`config.mk`:
```
export PLATFORM = sky130hd
export DESIGN_NAME = adc_power_sleep_format_ctrl
export DESIGN_NICKNAME = d
export VERILOG_FILES = /design/src/hw/adc_ctrl_pkg.sv /design/src/hw/adc_power_sleep_format_ctrl.sv /design/src/hw/result_formatter.sv
export SDC_FILE = /design/constraint.sdc
export NUM_CORES = 1
export LEC_CHECK = 0
export BUFFER_PORTS_ARGS = -buffer_cell sky130_fd_sc_hd__buf_2
export CAP_MARGIN = 20
export CORE_ASPECT_RATIO = 2
export CORE_MARGIN = 8
export CORE_UTILIZATION = 45
export CTS_BUF_LIST = sky130_fd_sc_hd__clkbuf_8
export DETAILED_ROUTE_END_ITERATION = 6
export GPL_ROUTABILITY_DRIVEN = 0
export SYNTH_ARGS = -nofsm -noshare
export SYNTH_HDL_FRONTEND = slang
export SYNTH_HIERARCHICAL = 1
export SYNTH_SLANG_ARGS = --single-unit
```
`constraint.sdc`:
```
create_clock -name clock -period 3.4 [get_ports clock]
set_input_delay 0.34 -clock clock [delete_from_list [all_inputs] [get_ports clock]]
set_output_delay 0.34 -clock clock [all_outputs]
set_load 0.005 [all_outputs]
```
`src/hw/adc_ctrl_pkg.sv`:
```
// Shared constants and types of the converter control block.
package adc_ctrl_pkg;

    // Timing.
    localparam int CLOCK_PERIOD_NS = 8;
    localparam int TAD_MIN_NS      = 334;
    localparam int TAD_CYCLES      = (TAD_MIN_NS + CLOCK_PERIOD_NS - 1) / CLOCK_PERIOD_NS;
    localparam int CONVERSION_ACTIVE_TADS       = 14;

    // Register offsets (byte addresses).
    localparam logic [7:0] CTRL_OFFSET    = 8'h00;
    localparam logic [7:0] STATUS_OFFSET  = 8'h04;
    localparam logic [7:0] CHANNEL_OFFSET = 8'h08;
    localparam logic [7:0] PINCFG_OFFSET  = 8'h0C;
    localparam logic [7:0] PINDIR_OFFSET  = 8'h10;
    localparam logic [7:0] PORT_OFFSET    = 8'h14;
    localparam logic [7:0] BUF_BASE       = 8'h40;

    // Control register fields.
    localparam int MODULE_ON_BIT  = 15;
    localparam int STOP_IDLE_BIT  = 13;
    localparam int FORMAT_LSB     = 8;
    localparam int RC_SEL_BIT     = 7;
    localparam int IRQ_EN_BIT     = 6;
    localparam int START_BIT      = 1;
    localparam int ACTIVE_BIT     = 0;

    // Status register fields.
    localparam int POWERED_BIT    = 0;
    localparam int RC_OFF_BIT     = 1;
    localparam int DONE_BIT       = 2;

    // Channel register fields.
    localparam int MUX_A_LSB      = 0;
    localparam int MUX_B_LSB      = 4;

    // Reset values.
    localparam logic [15:0] CTRL_RESET    = 16'h0000;
    localparam logic [7:0]  CHANNEL_RESET = 8'h00;
    localparam logic [15:0] PINCFG_RESET  = 16'h0000;
    localparam logic [15:0] PINDIR_RESET  = 16'hFFFF;

    typedef enum logic [1:0] {
        FMT_INT   = 2'b00,
        FMT_SINT  = 2'b01,
        FMT_FRAC  = 2'b10,
        FMT_SFRAC = 2'b11
    } format_t;

    typedef enum logic [1:0] {
        ST_IDLE    = 2'b00,
        ST_DELAY   = 2'b01,
        ST_CONVERT = 2'b11,
        ST_STORE   = 2'b10
    } conversion_active_state_t;

endpackage

```
`src/hw/adc_power_sleep_format_ctrl.sv`:
```
// Power, sleep, idle and output format control of the 12-bit converter, with an APB register file.
//
// Chosen here: the register addresses and the APB slave port.
`timescale 1ns/10ps
`default_nettype none
module adc_power_sleep_format_ctrl
    import adc_ctrl_pkg::*;
#(
    parameter int TAD_DIV   = TAD_CYCLES,
    parameter int BUF_WORDS = 16
) (
    // Clock and reset.
    input  wire logic        clock,
    input  wire logic        reset,
    // APB slave.
    input  wire logic        psel,
    input  wire logic        penable,
    input  wire logic        pwrite,
    input  wire logic [7:0]  paddr,
    input  wire logic [31:0] pwdata,
    output logic      [31:0] prdata,
    output logic             pready,
    output logic             pslverr,
    // Power manager, same clock.
    input  wire logic        sleepMode,
    input  wire logic        idleMode,
    // Internal RC oscillator, asynchronous.
    input  wire logic        rcClockIn,
    // Analog core, same clock.
    input  wire logic [11:0] conversionData,
    // Port pins, asynchronous.
    input  wire logic [15:0] pinIn,
    // Analog core control and the wake request.
    output logic             analogPowerOn,
    output logic             convClockRun,
    output logic             conversionStart,
    output logic      [3:0]  muxChannel,
    output logic             pinRouteEnable,
    output logic             wakeRequest
);

    conversion_active_state_t state;
    logic [15:0] ctrl;
    logic [7:0]  channel;
    logic [15:0] analogPinConfig;
    logic [15:0] pinDirection;
    logic        rcOff;
    logic        convDone;
    logic [11:0] resultBuffer [BUF_WORDS];
    logic [3:0]  writePtr;
    logic [7:0]  divCount;
    logic [3:0]  tadCount;
    logic [1:0]  rcSync;
    logic        rcLast;
    logic [15:0] pinMeta;
    logic [15:0] pinSync;

    logic        moduleOn;
    logic        rcSelect;
    logic        irqEnable;
    logic        stopInIdle;
    format_t     outputFormat;
    logic        sleepHalt;
    logic        idleHalt;
    logic        powered;
    logic        clockRun;
    logic        abort;
    logic        tick;
    logic        rcEdge;
    logic        divTick;
    logic        setupPhase;
    logic        writeAccess;
    logic        bufHit;
    logic        regHit;
    logic [3:0]  bufIndex;
    logic [15:0] bufWord;
    logic        startRequest;
    logic        doneClear;
    logic [15:0] statusWord;
    logic [15:0] ctrlRead;
    logic [15:0] next_readWord;

    // Control word: bit 15 module on, bit 13 stop in idle, bits 9:8 output format.
    // Bit 7 selects the RC clock, bit 6 enables the interrupt and bit 1 starts a conversion.
    // Bit 1 is a strobe and bit 0 reads back conversion active, so neither is stored.
    // Status word: bit 0 powered, bit 1 powered down during Sleep, bit 2 done, cleared by writing one.
    // Channel word: bits 3:0 pick the mux A input; bits 7:4 hold mux B, which this block leaves unused.
    // Pin configuration marks analog pins with a one; pin direction marks inputs with a one.
    // The port word shows the synchronised pin levels, with zeros on analog pins.
    // The sixteen result words start at the buffer base and read back in the selected format.
    // Unmapped addresses answer with an error, read as zero and ignore writes.
    localparam logic [15:0] CTRL_WRITE_MASK = (16'h0001 << MODULE_ON_BIT) | (16'h0001 << STOP_IDLE_BIT)
                                              | (16'h0003 << FORMAT_LSB) | (16'h0001 << RC_SEL_BIT)
                                              | (16'h0001 << IRQ_EN_BIT);

    assign moduleOn     = ctrl[MODULE_ON_BIT];
    assign rcSelect     = ctrl[RC_SEL_BIT];
    assign irqEnable    = ctrl[IRQ_EN_BIT];
    assign stopInIdle   = ctrl[STOP_IDLE_BIT];
    assign outputFormat = format_t'(ctrl[FORMAT_LSB +: 2]);

    // Only the RC clock survives Sleep; Idle halts only when asked to.
    assign sleepHalt = sleepMode & ~rcSelect;
    assign idleHalt  = idleMode & stopInIdle;
    assign powered   = moduleOn & ~rcOff;
    assign clockRun  = powered & ~sleepHalt & ~idleHalt;
    assign abort     = ~moduleOn | sleepHalt | rcOff;

    assign analogPowerOn = powered;
    assign convClockRun  = clockRun;

    // The RC oscillator is a foreign clock: two flops, then an edge detect on the second.
    always_ff @(posedge clock) begin
        rcSync <= {rcSync[0], rcClockIn};
        rcLast <= rcSync[1];
    end

    assign rcEdge = rcSync[1] & ~rcLast;

    // Instruction-clock divider that makes one conversion tick per TAD.
    always_ff @(posedge clock) begin
        if (reset || !clockRun || rcSelect || divTick) begin
            divCount <= 8'h00;
        end else begin
            divCount <= divCount + 8'h01;
        end
    end

    assign divTick = clockRun && !rcSelect && (divCount == 8'(TAD_DIV - 1));
    assign tick    = clockRun & (rcSelect ? rcEdge : divTick);

    // Pin inputs pass two flops before the port read logic sees them.
    always_ff @(posedge clock) begin
        pinMeta <= pinIn;
        pinSync <= pinMeta;
    end

    // APB decode; the slave never waits.
    assign setupPhase  = psel & ~penable;
    assign writeAccess = psel & penable & pwrite;
    assign bufHit      = (paddr[7:6] == BUF_BASE[7:6]) && (paddr[1:0] == 2'b00);
    assign bufIndex    = paddr[5:2];
    assign pready      = psel & penable;
    assign pslverr     = psel & penable & ~(bufHit | regHit);

    // Register decode; anything else outside the result buffer is refused with an error.
    always_comb begin
        case (paddr)
            CTRL_OFFSET,
            STATUS_OFFSET,
            CHANNEL_OFFSET,
            PINCFG_OFFSET,
            PINDIR_OFFSET,
            PORT_OFFSET: regHit = 1'b1;
            default:     regHit = 1'b0;
        endcase
    end

    // Start is only taken together with the on bit in the same write.
    assign startRequest = writeAccess && (paddr == CTRL_OFFSET) && pwdata[START_BIT]
                          && pwdata[MODULE_ON_BIT];
    assign doneClear    = writeAccess && (paddr == STATUS_OFFSET) && pwdata[DONE_BIT];

    // Software-written registers; Sleep never touches them.
    always_ff @(posedge clock) begin
        if (reset) begin
            ctrl            <= CTRL_RESET;
            channel         <= CHANNEL_RESET;
            analogPinConfig <= PINCFG_RESET;
            pinDirection    <= PINDIR_RESET;
        end else if (writeAccess) begin
            case (paddr)
                CTRL_OFFSET: begin
                    ctrl <= pwdata[15:0] & CTRL_WRITE_MASK;
                end
                CHANNEL_OFFSET: begin
                    channel <= pwdata[7:0];
                end
                PINCFG_OFFSET: begin
                    analogPinConfig <= pwdata[15:0];
                end
                PINDIR_OFFSET: begin
                    pinDirection <= pwdata[15:0];
                end
                default: begin
                end
            endcase
        end
    end

    // Conversion sequencer.
    always_ff @(posedge clock) begin
        if (reset) begin
            state <= ST_IDLE;
        end else if (abort) begin
            // Abort outranks a start, so a start written together with the first on bit is dropped.
            state <= ST_IDLE;
        end else begin
            case (state)
                ST_IDLE: begin
                    if (startRequest) begin
                        // The clock choice written with the start decides whether the delay cycle is taken.
                        state <= pwdata[RC_SEL_BIT] ? ST_DELAY : ST_CONVERT;
                    end
                end
                ST_DELAY: begin
                    state <= ST_CONVERT;
                end
                ST_CONVERT: begin
                    if (tick && tadCount == 4'(CONVERSION_ACTIVE_TADS - 1)) begin
                        state <= ST_STORE;
                    end
                end
                ST_STORE: begin
                    state <= ST_IDLE;
                end
                default: begin
                    state <= ST_IDLE;
                end
            endcase
        end
    end

    // TAD counter of a running conversion.
    always_ff @(posedge clock) begin
        if (reset || state != ST_CONVERT || abort) begin
            tadCount <= 4'h0;
        end else if (tick) begin
            tadCount <= tadCount + 4'h1;
        end
    end

    assign conversionStart = (state == ST_CONVERT) && (tadCount == 4'h0) && tick;

    // A Sleep-time completion powers the converter down unless it may wake the device.
    always_ff @(posedge clock) begin
        if (reset || !sleepMode || !moduleOn) begin
            rcOff <= 1'b0;
        end else if (state == ST_STORE && !irqEnable) begin
            rcOff <= 1'b1;
        end
    end

    always_ff @(posedge clock) begin
        if (reset) begin
            wakeRequest <= 1'b0;
        end else begin
            wakeRequest <= (state == ST_STORE) && sleepMode && irqEnable;
        end
    end

    // Completion flag; a new completion beats a clear in the same cycle.
    always_ff @(posedge clock) begin
        if (reset) begin
            convDone <= 1'b0;
        end else if (state == ST_STORE) begin
            convDone <= 1'b1;
        end else if (doneClear) begin
            convDone <= 1'b0;
        end
    end

    // Write pointer into the result buffer.
    always_ff @(posedge clock) begin
        if (reset) begin
            writePtr <= 4'h0;
        end else if (state == ST_STORE) begin
            writePtr <= writePtr + 4'h1;
        end
    end

    // Result buffer has no reset; an aborted conversion never reaches the store state.
    always_ff @(posedge clock) begin
        if (writeAccess && bufHit) begin
            resultBuffer[bufIndex] <= pwdata[11:0];
        end
        if (state == ST_STORE) begin
            resultBuffer[writePtr] <= conversionData;
        end
    end

    result_formatter formatter (
        .rawWord (resultBuffer[bufIndex]),
        .format  (outputFormat),
        .busWord (bufWord)
    );

    // Analog routing: channel and direction only pick what is converted.
    assign muxChannel     = channel[MUX_A_LSB +: 4];
    assign pinRouteEnable = analogPinConfig[muxChannel] | ~pinDirection[muxChannel];

    assign statusWord = {13'h0000, convDone, rcOff, powered};
    assign ctrlRead   = ctrl | {15'h0000, state != ST_IDLE};

    always_comb begin
        next_readWord = 16'h0000;
        if (bufHit) begin
            next_readWord = bufWord;
        end else begin
            case (paddr)
                CTRL_OFFSET:    next_readWord = ctrlRead;
                STATUS_OFFSET:  next_readWord = statusWord;
                CHANNEL_OFFSET: next_readWord = {8'h00, channel};
                PINCFG_OFFSET:  next_readWord = analogPinConfig;
                PINDIR_OFFSET:  next_readWord = pinDirection;
                PORT_OFFSET:    next_readWord = pinSync & ~analogPinConfig;
                default:        next_readWord = 16'h0000;
            endcase
        end
    end

    // Read data is captured in the setup cycle and stands through the access cycle.
    // A write cycle leaves the last read data standing.
    always_ff @(posedge clock) begin
        if (reset) begin
            prdata <= 32'h0000_0000;
        end else if (setupPhase && !pwrite) begin
            prdata <= {16'h0000, next_readWord};
        end
    end

endmodule // adc_power_sleep_format_ctrl
`default_nettype wire

```
`src/hw/result_formatter.sv`:
```
// Turns a 12-bit result word into a 16-bit bus word in the chosen format.
`timescale 1ns/10ps
`default_nettype none
module result_formatter
    import adc_ctrl_pkg::*;
(
    // Raw word and format.
    input  wire logic [11:0] rawWord,
    input  wire format_t     format,
    // Bus word.
    output logic      [15:0] busWord
);

    always_comb begin
        case (format)
            FMT_INT:   busWord = {4'h0, rawWord};
            FMT_SINT:  busWord = {{4{rawWord[11]}}, rawWord};
            FMT_FRAC:  busWord = {rawWord, 4'h0};
            FMT_SFRAC: busWord = {rawWord, 4'h0};
            default:   busWord = {4'h0, rawWord};
        endcase
    end

endmodule // result_formatter
`default_nettype wire

```
### Word level (Yosys, flattened, before mapping)

Memories as Yosys holds them, arrays and structs flattened.
Index checks and enable logic that the tools add are counted.

| storage, ports and cells | value |
|---|---|
| memories | 1 |
| output and inout port bits | 43 |
| logic and storage cells | 128 |
| input port bits | 76 |
| bits in registers | 118 |
| RAM bits | 192 |

Memory list:

| memory | words | width | rd ports | clocked after Yosys merged registers in | write ports | line | source |
|---|---|---|---|---|---|---|---|
| resultBuffer | 16 | 12 | 1 | 0 | 2 | adc_power_sleep_format_ctrl.sv:49 | `logic [11:0] resultBuffer [BUF_WORDS];` |

| operators by class | value |
|---|---|
| muxes and demuxes | 19 |
| magnitude comparators | 1 |
| equality and inequality tests | 17 |
| bitwise gates (word level) | 27 |
| reductions and logical operators | 44 |
| $add $sub $neg | 3 |

Operators with widths:

| operator | number |
|---|---|
| $pmux W16 S6 | 1 |
| $pmux W16 S3 | 1 |
| $and A16 B16 Y16 | 1 |
| $eq A8 B4 Y1 const B | 2 |
| $eq A8 B5 Y1 const B | 2 |
| $logic_and A1 B1 Y1 | 16 |
| $mux W16 | 1 |
| $not A16 Y16 | 1 |
| $or A16 B1 Y16 | 1 |
| $and A1 B1 Y1 | 11 |
| $mux W1 | 10 |
| $reduce_and A2 Y1 | 5 |
| $not A1 Y1 | 9 |
| $add A4 B1 Y4 const B | 2 |
| $add A8 B1 Y8 const B | 1 |
| $bmux W1 S4 | 2 |
| $eq A2 B2 Y1 const B | 4 |
| $eq A8 B3 Y1 const B | 1 |
| $eq A8 B6 Y1 const B | 1 |
| $logic_not A8 Y1 | 1 |
| $pmux W2 S4 | 1 |
| $logic_or A1 B1 Y1 | 7 |
| $eq A2 B1 Y1 const B | 3 |
| $logic_not A1 Y1 | 6 |
| 10 further kinds | 21 |

### Logic depth before layout (Yosys ltp)

Gate-level depths: netlist (run 1).

| depth | value |
|---|---|
| depth after elaboration | 12 |
| mapped depth | 8 |
| mapped depth without buffers | 6 |

### Modules after synthesis

Netlist (run 1), hierarchy kept.

Modules (own cells, without submodules):

| module | times used | area each (um2) | cells an instance | sequential area each (um2) |
|---|---|---|---|---|
| adc_power_sleep_format_ctrl | 1 | 15,117.0 | 1,123 | 8,127.8 |
| result_formatter | 1 | 192.7 | 22 | 0.0 |

### Least setup slack after synthesis (run 1)

No wires, ideal clock.

| timing path | value |
|---|---|
| path type | in2reg |
| from | in paddr[2] |
| to | reg prdata[11] |
| path buffers | 2 |
| arrival time | 2,505 ps |
| cell stages on the path | 7 |
| library setup time | 134 ps |
| path slack | 761 ps |
| data required time | 3,266 ps |
| path through | buf_2 -> buf_2 -> mux4_2 -> mux4_2 -> mux2_2 -> a221oi_1 -> a211oi_1 |

| on the way | value |
|---|---|
| word-level cells in the longest chain between the ends | 3 |
| elaborated cells between the ends (all ways) | 10 |
| classes of those cells | eq/ne: 5; mux: 3; reduce/logical: 1; memory: 1 |

Ends and longest elaborated chain:

| item | line | source |
|---|---|---|
| from (decl) | adc_power_sleep_format_ctrl.sv:19 | `input wire logic [7:0] paddr,` |
| $mem_v2 Z16 W12 | n/a |  |
| $pmux W16 S3 | result_formatter.sv:15 | `case (format)` |
| via bufWord[11] | adc_power_sleep_format_ctrl.sv:76 | `logic [15:0] bufWord;` |
| $mux W16 | adc_power_sleep_format_ctrl.sv:297 | `if (bufHit) begin` |
| to (signal assigned) | adc_power_sleep_format_ctrl.sv:318 | `prdata <= {16'h0000, next_readWord};` |
| to (decl) | adc_power_sleep_format_ctrl.sv:21 | `output logic [31:0] prdata,` |

The timed path passes the listed nets, and every way through them passes these cells.
A chain may end at the register's enable or synchronous reset.

### Final worst setup path (run 1)

| timing path | value |
|---|---|
| from | reg channel[0] |
| to | out pinRouteEnable |

| on the way | value |
|---|---|
| word-level cells in the longest chain between the ends | 4 |
| elaborated cells between the ends (all ways) | 6 |
| classes of those cells | mux: 4; bitwise: 2 |

Ends and longest elaborated chain:

| item | line | source |
|---|---|---|
| from (decl) | adc_power_sleep_format_ctrl.sv:44 | `logic [7:0] channel;` |
| from (signal assigned) | adc_power_sleep_format_ctrl.sv:177 | `channel <= pwdata[7:0];` |
| $bmux W1 S4 | adc_power_sleep_format_ctrl.sv:290 | `assign pinRouteEnable = analogPinConfig[muxChannel] \| ~pinDirection[muxChannel];` |
| $mux W1 (implied by the code) | adc_power_sleep_format_ctrl.sv:290 |  |
| $not A1 Y1 | adc_power_sleep_format_ctrl.sv:290 |  |
| $or A1 B1 Y1 (*) | adc_power_sleep_format_ctrl.sv:290 |  |
| to (decl) | adc_power_sleep_format_ctrl.sv:38 | `output logic pinRouteEnable,` |

Mark *: on every way between the ends. The rest lies on a longest branch, timed or not. The select of a mux whose other input is x is not followed.

==> results of run 1 <==
-- layout by cell type (no fill, tap or decap), types with 21 or more instances in the layout --
cell type      synthesis  final
dlygate4sd3_1          0     21
nand2_1               82     82
buf_2                 23     85
mux4_2                62     62
dfxtp_1              118    118
buf_4                 21     53
mux2_2               203    203
clkbuf_8               0     52
mux2i_1               28     28
inv_1                 24     43
nor2_1                61     61
edfxtp_1             192    192
-- through the flow --
stage	utilization (%)	hold slack, ps
after floorplan	-	310
after global placement	48.3	310
after detailed placement	48.3	315
after CTS	51.6	23.6
after global routing	51.6	38.9
final	51.6	49.8
-- state kept, by name, summed over array words and instances (netlist names), 6 cells and up --
name,flops
prdata,16
channel,8
ctrl,6
analogPinConfig,16
pinMeta,16
divCount,8
pinSync,16
pinDirection,16
resultBuffer,192
-- final cells by class --
type	count	area (um2)	share of cell area, %
Clock inverter	33	190	1.10
Clock buffer	52	716	4.14
Timing Repair Buffer	163	1100	6.35
Antenna cell	1	2.50	0.0145
Multi-Input combinational cell	706	6530	37.8
Inverter	25	93.8	0.542
Sequential cell	310	8130	47.0
Tap cell	436	546	3.15
-- per-layer routing --
| metal | GRT usage [%] | wire [um] | vias to the layer above |
|---|---|---|---|
| met2 | 39.6 | 23500 | 309 |
| met3 | 3.48 | 1890 | 123 |
| li1 | - | - | 4522 |
| met4 | 13.7 | 2730 | 0 |
| met5 | 0 | 0 | - |
| met1 | 19.9 | 14100 | 4790 |
-- worst paths after layout --
check	cells after the start	slack, ps	end	start
max	4	450	pinRouteEnable	channel[0]
min	3	50	analogPinConfig[15]	pwdata[15]
max reg2reg	5	920	prdata[4]	resultBuffer[15][0]
min reg2reg	0	330	pinSync[10]	pinMeta[10]
-- synthesized netlist by cell type (all sizes together) (7+ instances only) --
library cell | count | area [um2]
mux4 | 62 | 1400
mux2i | 28 | 280
nor3 | 9 | 71.3
nor4b | 7 | 73.8
ha | 9 | 113
buf | 68 | 428
nor2 | 61 | 229
inv | 24 | 90.1
nor3b | 7 | 62.6
dfxtp | 118 | 2360
nand3b | 15 | 113
clkbuf | 51 | 191
a21oi | 21 | 143
edfxtp | 192 | 5770
o21ai | 19 | 95.1
nor4 | 13 | 124
nand2 | 92 | 370
a211oi | 8 | 60.1
nand3 | 16 | 80.1
nand2b | 12 | 75.1
a311oi | 10 | 87.6
mux2 | 204 | 2300
o22ai | 12 | 75.1
a221oi | 16 | 140
-- logic make-up (layout without fill, tap and decap cells) --
family	after synthesis	in the layout	share of synthesized area, %
DFF	310	310	53.1
muxes	294	294	26.0
and+or+nand+nor	269	269	9.78
buffers and inverters	144	273	4.66
AOI/OAI and AO/OA	109	109	5.21
adders and majority gates	9	9	0.736
xor gates and xnor gates	9	9	0.515
other	1	17	0.0245
-- worst register-to-register path, delay by kind of cell, from the launching register on --
family	cells	cell delay, ps
compound gates	2	540
flops	1	380
mux	3	1430
-- report_power, final --
group,switching [mW],total [mW],internal [mW]
clock network,1.48,3.04,1.56
registers,0.0142,4.03,4.02
logic,0.306,0.562,0.256
total,1.80,7.63,5.83
==> results by group, run 1 <==
Run status
  – Outcome: finished clean

Floorplanning
  – # rows: 95
  – I/O pins: between 100 and 150
  – Die Y: 277 um
  – Die footprint: about 41000 um2
  – Chip width: 146 um
  – Core area: between 30000 and 40000 um2
  – Initial Utilization: 45.7%

Global route
  – First-pass GRT wire length: around 64 mm
  – Grt total ovfl: 0
  – Largest net degree at the start of global routing: between 40 and 50
  – Vias in the first global route: 10500
  – Gr usage total: 20.8%
  – Antenna violations before repair: 1

Timing
  – Worst-Margin Slew: 788 ps
  – Fin. max-slew vios: 0
  – RSZ-0062 raised after global routing: false
  – Fmax: 0.339 GHz
  – Fin worst setup slack: 450 ps
  – Slew margin rel.: about 47%
  – Worst Clk Skew: approximately 23 ps
  – Final Setup Violations: 0
  – Final Cycle Share: 86.8%
  – Setup TNS: 0 ps
  – Min Tclk post-route: 2950 ps
  – Endpoints failing hold: 0

Worst setup path
  – Worst Setup Start Kind: flip-flop
  – Crit path kind: flip-flop to output port
  – Worst EP required: 3060 ps
  – Slowest CP cell: dfxtp_1
  – CP arrival: 2610 ps
  – CP peak stage delay: around 700 ps
  – Peak fanout along the critical path: 12
  – CP Cell Sequence: mux4_2 -> o32ai_1 -> nor3_1 -> buf_2
  – Worst Path Buf+Inv: 1
  – Worst Setup End Kind: output port
  – CP delay by family, top: flip-flops

Finish
  – Design Area, Final: 17300 um2
  – Ratio of cells with drive above 1 in the final layout: 39.8%
  – Area growth, synth to finish: 13.1%
  – Final Net Count: 1337
  – Non-filler cells, final: 1726
  – Fillers: 2955

Route
  – DR WL/cell: around 24 um
  – DRT Pass-1 Iters: 5
  – Routed Antenna Nets: 0
  – DRC Markers: 0
  – Starting DRC count in detailed routing: 637
  – Wirelength, routed: roughly 42 mm
  – Vias: 9744
  – Drt via density: 5.65

Flow run
  – Max cap viols: 0

Clocking
  – Setup Fix Bufs, Post-CTS: 0
  – Hold buffer count at cts: 21
  – Max clock buf depth: 3
  – Reg clk slew, reported paths: about 60 ps
  – Root buffer cell: clkbuf_8
  – CTS tree: yes
  – Post-CTS Resized: 0
  – Clock latency on the worst-skew pair: 600 ps
  – CTS buffer count: 46
  – # clock sinks: 310
  – H-tree depth: 2

Pwr
  – VDD IR max: ~0.33 mV
  – Pwr Density: 441 nW/um2
  – Leakage power: 6.13 nW
  – Final Total Pwr: 7.63 mW

Synthesis
  – Ys async rst share: 0%
  – Post-Syn Area per Cell: approximately 13 um2
  – Post-synth EDFFs: 192
  – Yosys reg bits: 310
  – Register area share after synthesis: roughly 53%
  – Synthesized instance count: 1145
  – Top FF cell, synth: edfxtp_1
  – Synth unique cells: 73
  – Synthesized area: 15300 um2
  – Warnings, synthesis: 6

Placement
  – Post-DP Area: roughly 16000 um2
  – Placed cells: ~1600
  – DP Worst Slack: 220 ps
  – IO Port Bufs: 86
  – Hpwl dp: 30.4 mm

Hold path
  – Worst hold path class: input pin to flip-flop
Note: power is estimated with default switching activity, not from simulation.
==> run 2, diff against run 1 <==
--- a/config.mk
+++ b/config.mk
@@ -13,6 +13,7 @@
 export CTS_BUF_LIST = sky130_fd_sc_hd__clkbuf_8
 export DETAILED_ROUTE_END_ITERATION = 6
 export GPL_ROUTABILITY_DRIVEN = 0
+export GPL_TIMING_DRIVEN = 0
 export SYNTH_ARGS = -nofsm -noshare
 export SYNTH_HDL_FRONTEND = slang
 export SYNTH_HIERARCHICAL = 1
==> run 2 against run 1 <==
  * Sequential power barely moved
  * Hold slack better by 6.4 ps
  * Critical path depth increased by 2
  * Utilization rose by 0.62 points
  * Design area is 1.2% higher
  * Clock power shrank 5%
  * Sequential share of layout area fell by 0.56 points
  * Highest routed layer unchanged
==> results by group, run 2 (same netlist as run 1, synthesis figures left out) <==
Finish
  – Most frequent cells in the layout: mux2_2 (203), edfxtp_1 (192), dfxtp_1 (118), buf_2 (100), nand2_1 (82) (was mux2_2 (203), edfxtp_1 (192), dfxtp_1 (118), buf_2 (85), nand2_1 (82))
  – Largest Register: resultBuffer (unchanged)
  – Area growth, synth to finish: 14.4% (was 13.1%)
  – Largest register FFs: 192 (unchanged)
  – Fillers: 2962 (was 2955)
  – Ratio of cells with drive above 1 in the final layout: 38.8% (was 39.8%)
  – Most common cell after layout, fill and taps aside: mux2_2 (unchanged)
  – Non-filler cells, final: 1788 (was 1726)
  – Final Net Count: 1403 (was 1337)

Floorplanning
  – Chip width: 146 um (unchanged)
  – # rows: 95 (unchanged)
  – Die footprint: 40500 um2 (unchanged)
  – Initial Utilization: 45.7% (unchanged)
  – Die Y: 277 um (unchanged)
  – I/O pins: 119 (unchanged)
  – Core area: 33500 um2 (unchanged)

Clocking
  – Reg clk slew, reported paths: 70 ps (was 60 ps)
  – CTS buffer count: 46 (unchanged)
  – Max clock buf depth: 3 (unchanged)
  – Clock latency on the worst-skew pair: 590 ps (was 600 ps)
  – Post-CTS Resized: 0 (unchanged)
  – Hold buffer count at cts: 20 (was 21)
  – Root buffer cell: clkbuf_8 (unchanged)
  – Setup Fix Bufs, Post-CTS: 0 (unchanged)
  – # clock sinks: 310 (unchanged)
  – CTS tree: yes (unchanged)
  – H-tree depth: 2 (unchanged)

Route
  – Starting DRC count in detailed routing: 543 (was 637)
  – DR WL/cell: 26.2 um (was 24.5 um)
  – DRC Markers: 0 (unchanged)
  – Met2 wire len: 26.2 mm (was 23.5 mm)
  – Met1 WL: 15.1 mm (was 14.1 mm)
  – Met3 WL: 2.05 mm (was 1.89 mm)
  – Drt via density: 5.72 (was 5.65)
  – Wirelength, routed: 46.8 mm (was 42.3 mm)
  – Routed Antenna Nets: 0 (unchanged)
  – DRT Pass-1 Iters: 5 (unchanged)
  – Vias: 10200 (was 9744)
  – Max Used Layer: met4 (unchanged)

Placement
  – Hpwl dp: 35.8 mm (was 30.4 mm)
  – IO Port Bufs: 77 (was 86)
  – Placed cells: 1684 (was 1618)

Pwr
  – VDD IR max: 0.250 mV (was 0.329 mV)
  – Power Internal: 5.70 mW (was 5.83 mW)
  – Final Total Pwr: 7.53 mW (was 7.63 mW)
  – Pwr Density: 430 nW/um2 (was 441 nW/um2)
  – Switching share of total power: 24.3% (was 23.6%)
  – Leakage power: 6.18 nW (was 6.13 nW)
  – NetSw: 1.83 mW (was 1.80 mW)
  – Part of the power in registers: 53.5% (was 52.8%)
  – Clk pwr share: 38.5% (was 39.8%)
  – Comb pwr share: 8.0% (was 7.4%)

Global route
  – Largest net degree at the start of global routing: 13 (was 49)
  – First-pass GRT wire length: 68.8 mm (was 64.2 mm)
  – Antenna violations before repair: 1 (unchanged)
  – Gr usage total: 22.9% (was 20.8%)
  – Grt total ovfl: 0 (unchanged)
  – Vias in the first global route: 11000 (was 10500)

Timing
  – Fin. max-slew vios: 0 (unchanged)
  – Min Tclk post-route: 3280 ps (was 2950 ps)
  – RSZ-0062 raised after global routing: false (unchanged)
  – Worst Clk Skew: 32.3 ps (was 22.8 ps)
  – Final Setup Violations: 0 (unchanged)
  – Setup TNS: 0 ps (unchanged)
  – Endpoints failing hold: 0 (unchanged)
  – Final Cycle Share: 96.4% (was 86.8%)
  – Slew margin rel.: 30.8% (was 47.3%)
  – Fmax: 0.305 GHz (was 0.339 GHz)
  – Worst Hold Slack: 56.1 ps (was 49.8 ps)
  – Worst-Margin Slew: 1040 ps (was 788 ps)

Worst setup path
  – Worst EP required: 3060 ps (about the same)
  – Peak fanout along the critical path: 10 (was 12)
  – CP arrival: 2940 ps (was 2610 ps)
  – Worst Setup Start Kind: flip-flop (unchanged)
  – Worst Path Buf+Inv: 2 (was 1)
  – CP peak stage delay: 580 ps (was 700 ps)
  – Crit path kind: flip-flop to output port (unchanged)
  – Worst Setup End Kind: output port (unchanged)
  – Slowest CP cell: a311oi_1 (was dfxtp_1)
  – CP Cell Sequence: clkbuf_1 -> nor3b_1 -> a311oi_1 -> o32ai_1 -> nor3_1 -> buf_2 (was mux4_2 -> o32ai_1 -> nor3_1 -> buf_2)
  – CP delay by family, top: compound AO/OA/AOI/OAI gates (was flip-flops)

Hold path
  – Worst hold path class: input pin to flip-flop (unchanged)

Run status
  – Outcome: finished clean (unchanged)

Flow run
  – Max cap viols: 0 (unchanged)
[run 2: changes by cell type in the layout (fill, tap and decap cells not counted), moves of 7 or more]
cell / previous run / this run
clkbuf_1: 0 / 51
buf_4: 53 / 29
buf_1: 0 / 17
buf_2: 85 / 100
buf_6: 0 / 7
inv_1: 43 / 36
[run 2: layout make-up]
class | count | area [um2] | share of cell area (%)
diodes | 1 | 2.50 | 0.0143
clock inverters | 28 | 118 | 0.671
well taps | 436 | 546 | 3.11
plain buffers | 119 | 619 | 3.54
clock buffers | 53 | 729 | 4.16
multi-input cells | 706 | 6580 | 37.6
flip-flops and latches | 310 | 8130 | 46.4
repair buffers | 110 | 703 | 4.01
inverters | 25 | 93.8 | 0.536
[run 2: through the flow]
stage,instance area (um2),utilization [%],setup slack [ps]
final,17500,52.3,121
after global routing,17500,52.3,52.8
after CTS,17500,52.2,122
after detailed placement,16500,49.1,-324
after global placement,16300,48.6,-1290
after floorplan,15400,-,761
[run 2: final timing paths]
kind / from / end / slack (ps) / cells past startpoint
hold reg to reg: pinMeta[3] / pinSync[3] / 310 / 0
hold / removal: sleepMode / rcOff / 60 / 2
setup / recovery: channel[0] / pinRouteEnable / 120 / 6
setup reg to reg: state[1] / resultBuffer[1][3] / 660 / 6
[run 2: worst register-to-register path, stage by stage, from the launching register on]
cell     delay (ps)
dfxtp_1         420
nor2b_1         350
buf_2           290
nand3_1         250
buf_1           470
o21ai_2         410
buf_6           240
[run 2: routing by layer]
metal / vias up / GRT usage (%)
li1: 4639 / -
met1: 5076 / 20.6
met4: 0 / 16.0
met5: - / 0
met3: 161 / 3.75
met2: 360 / 44.7
[run 2: power by group through the flow]
stage	logic [mW]	registers, mW	clock network [mW]
after detailed placement	0.579	4.11	0
after global routing	0.641	4.03	3.09
after global placement	0.565	4.11	0
after CTS	0.599	4.03	2.96
final	0.601	4.03	2.90
after floorplan	0.362	4.11	0
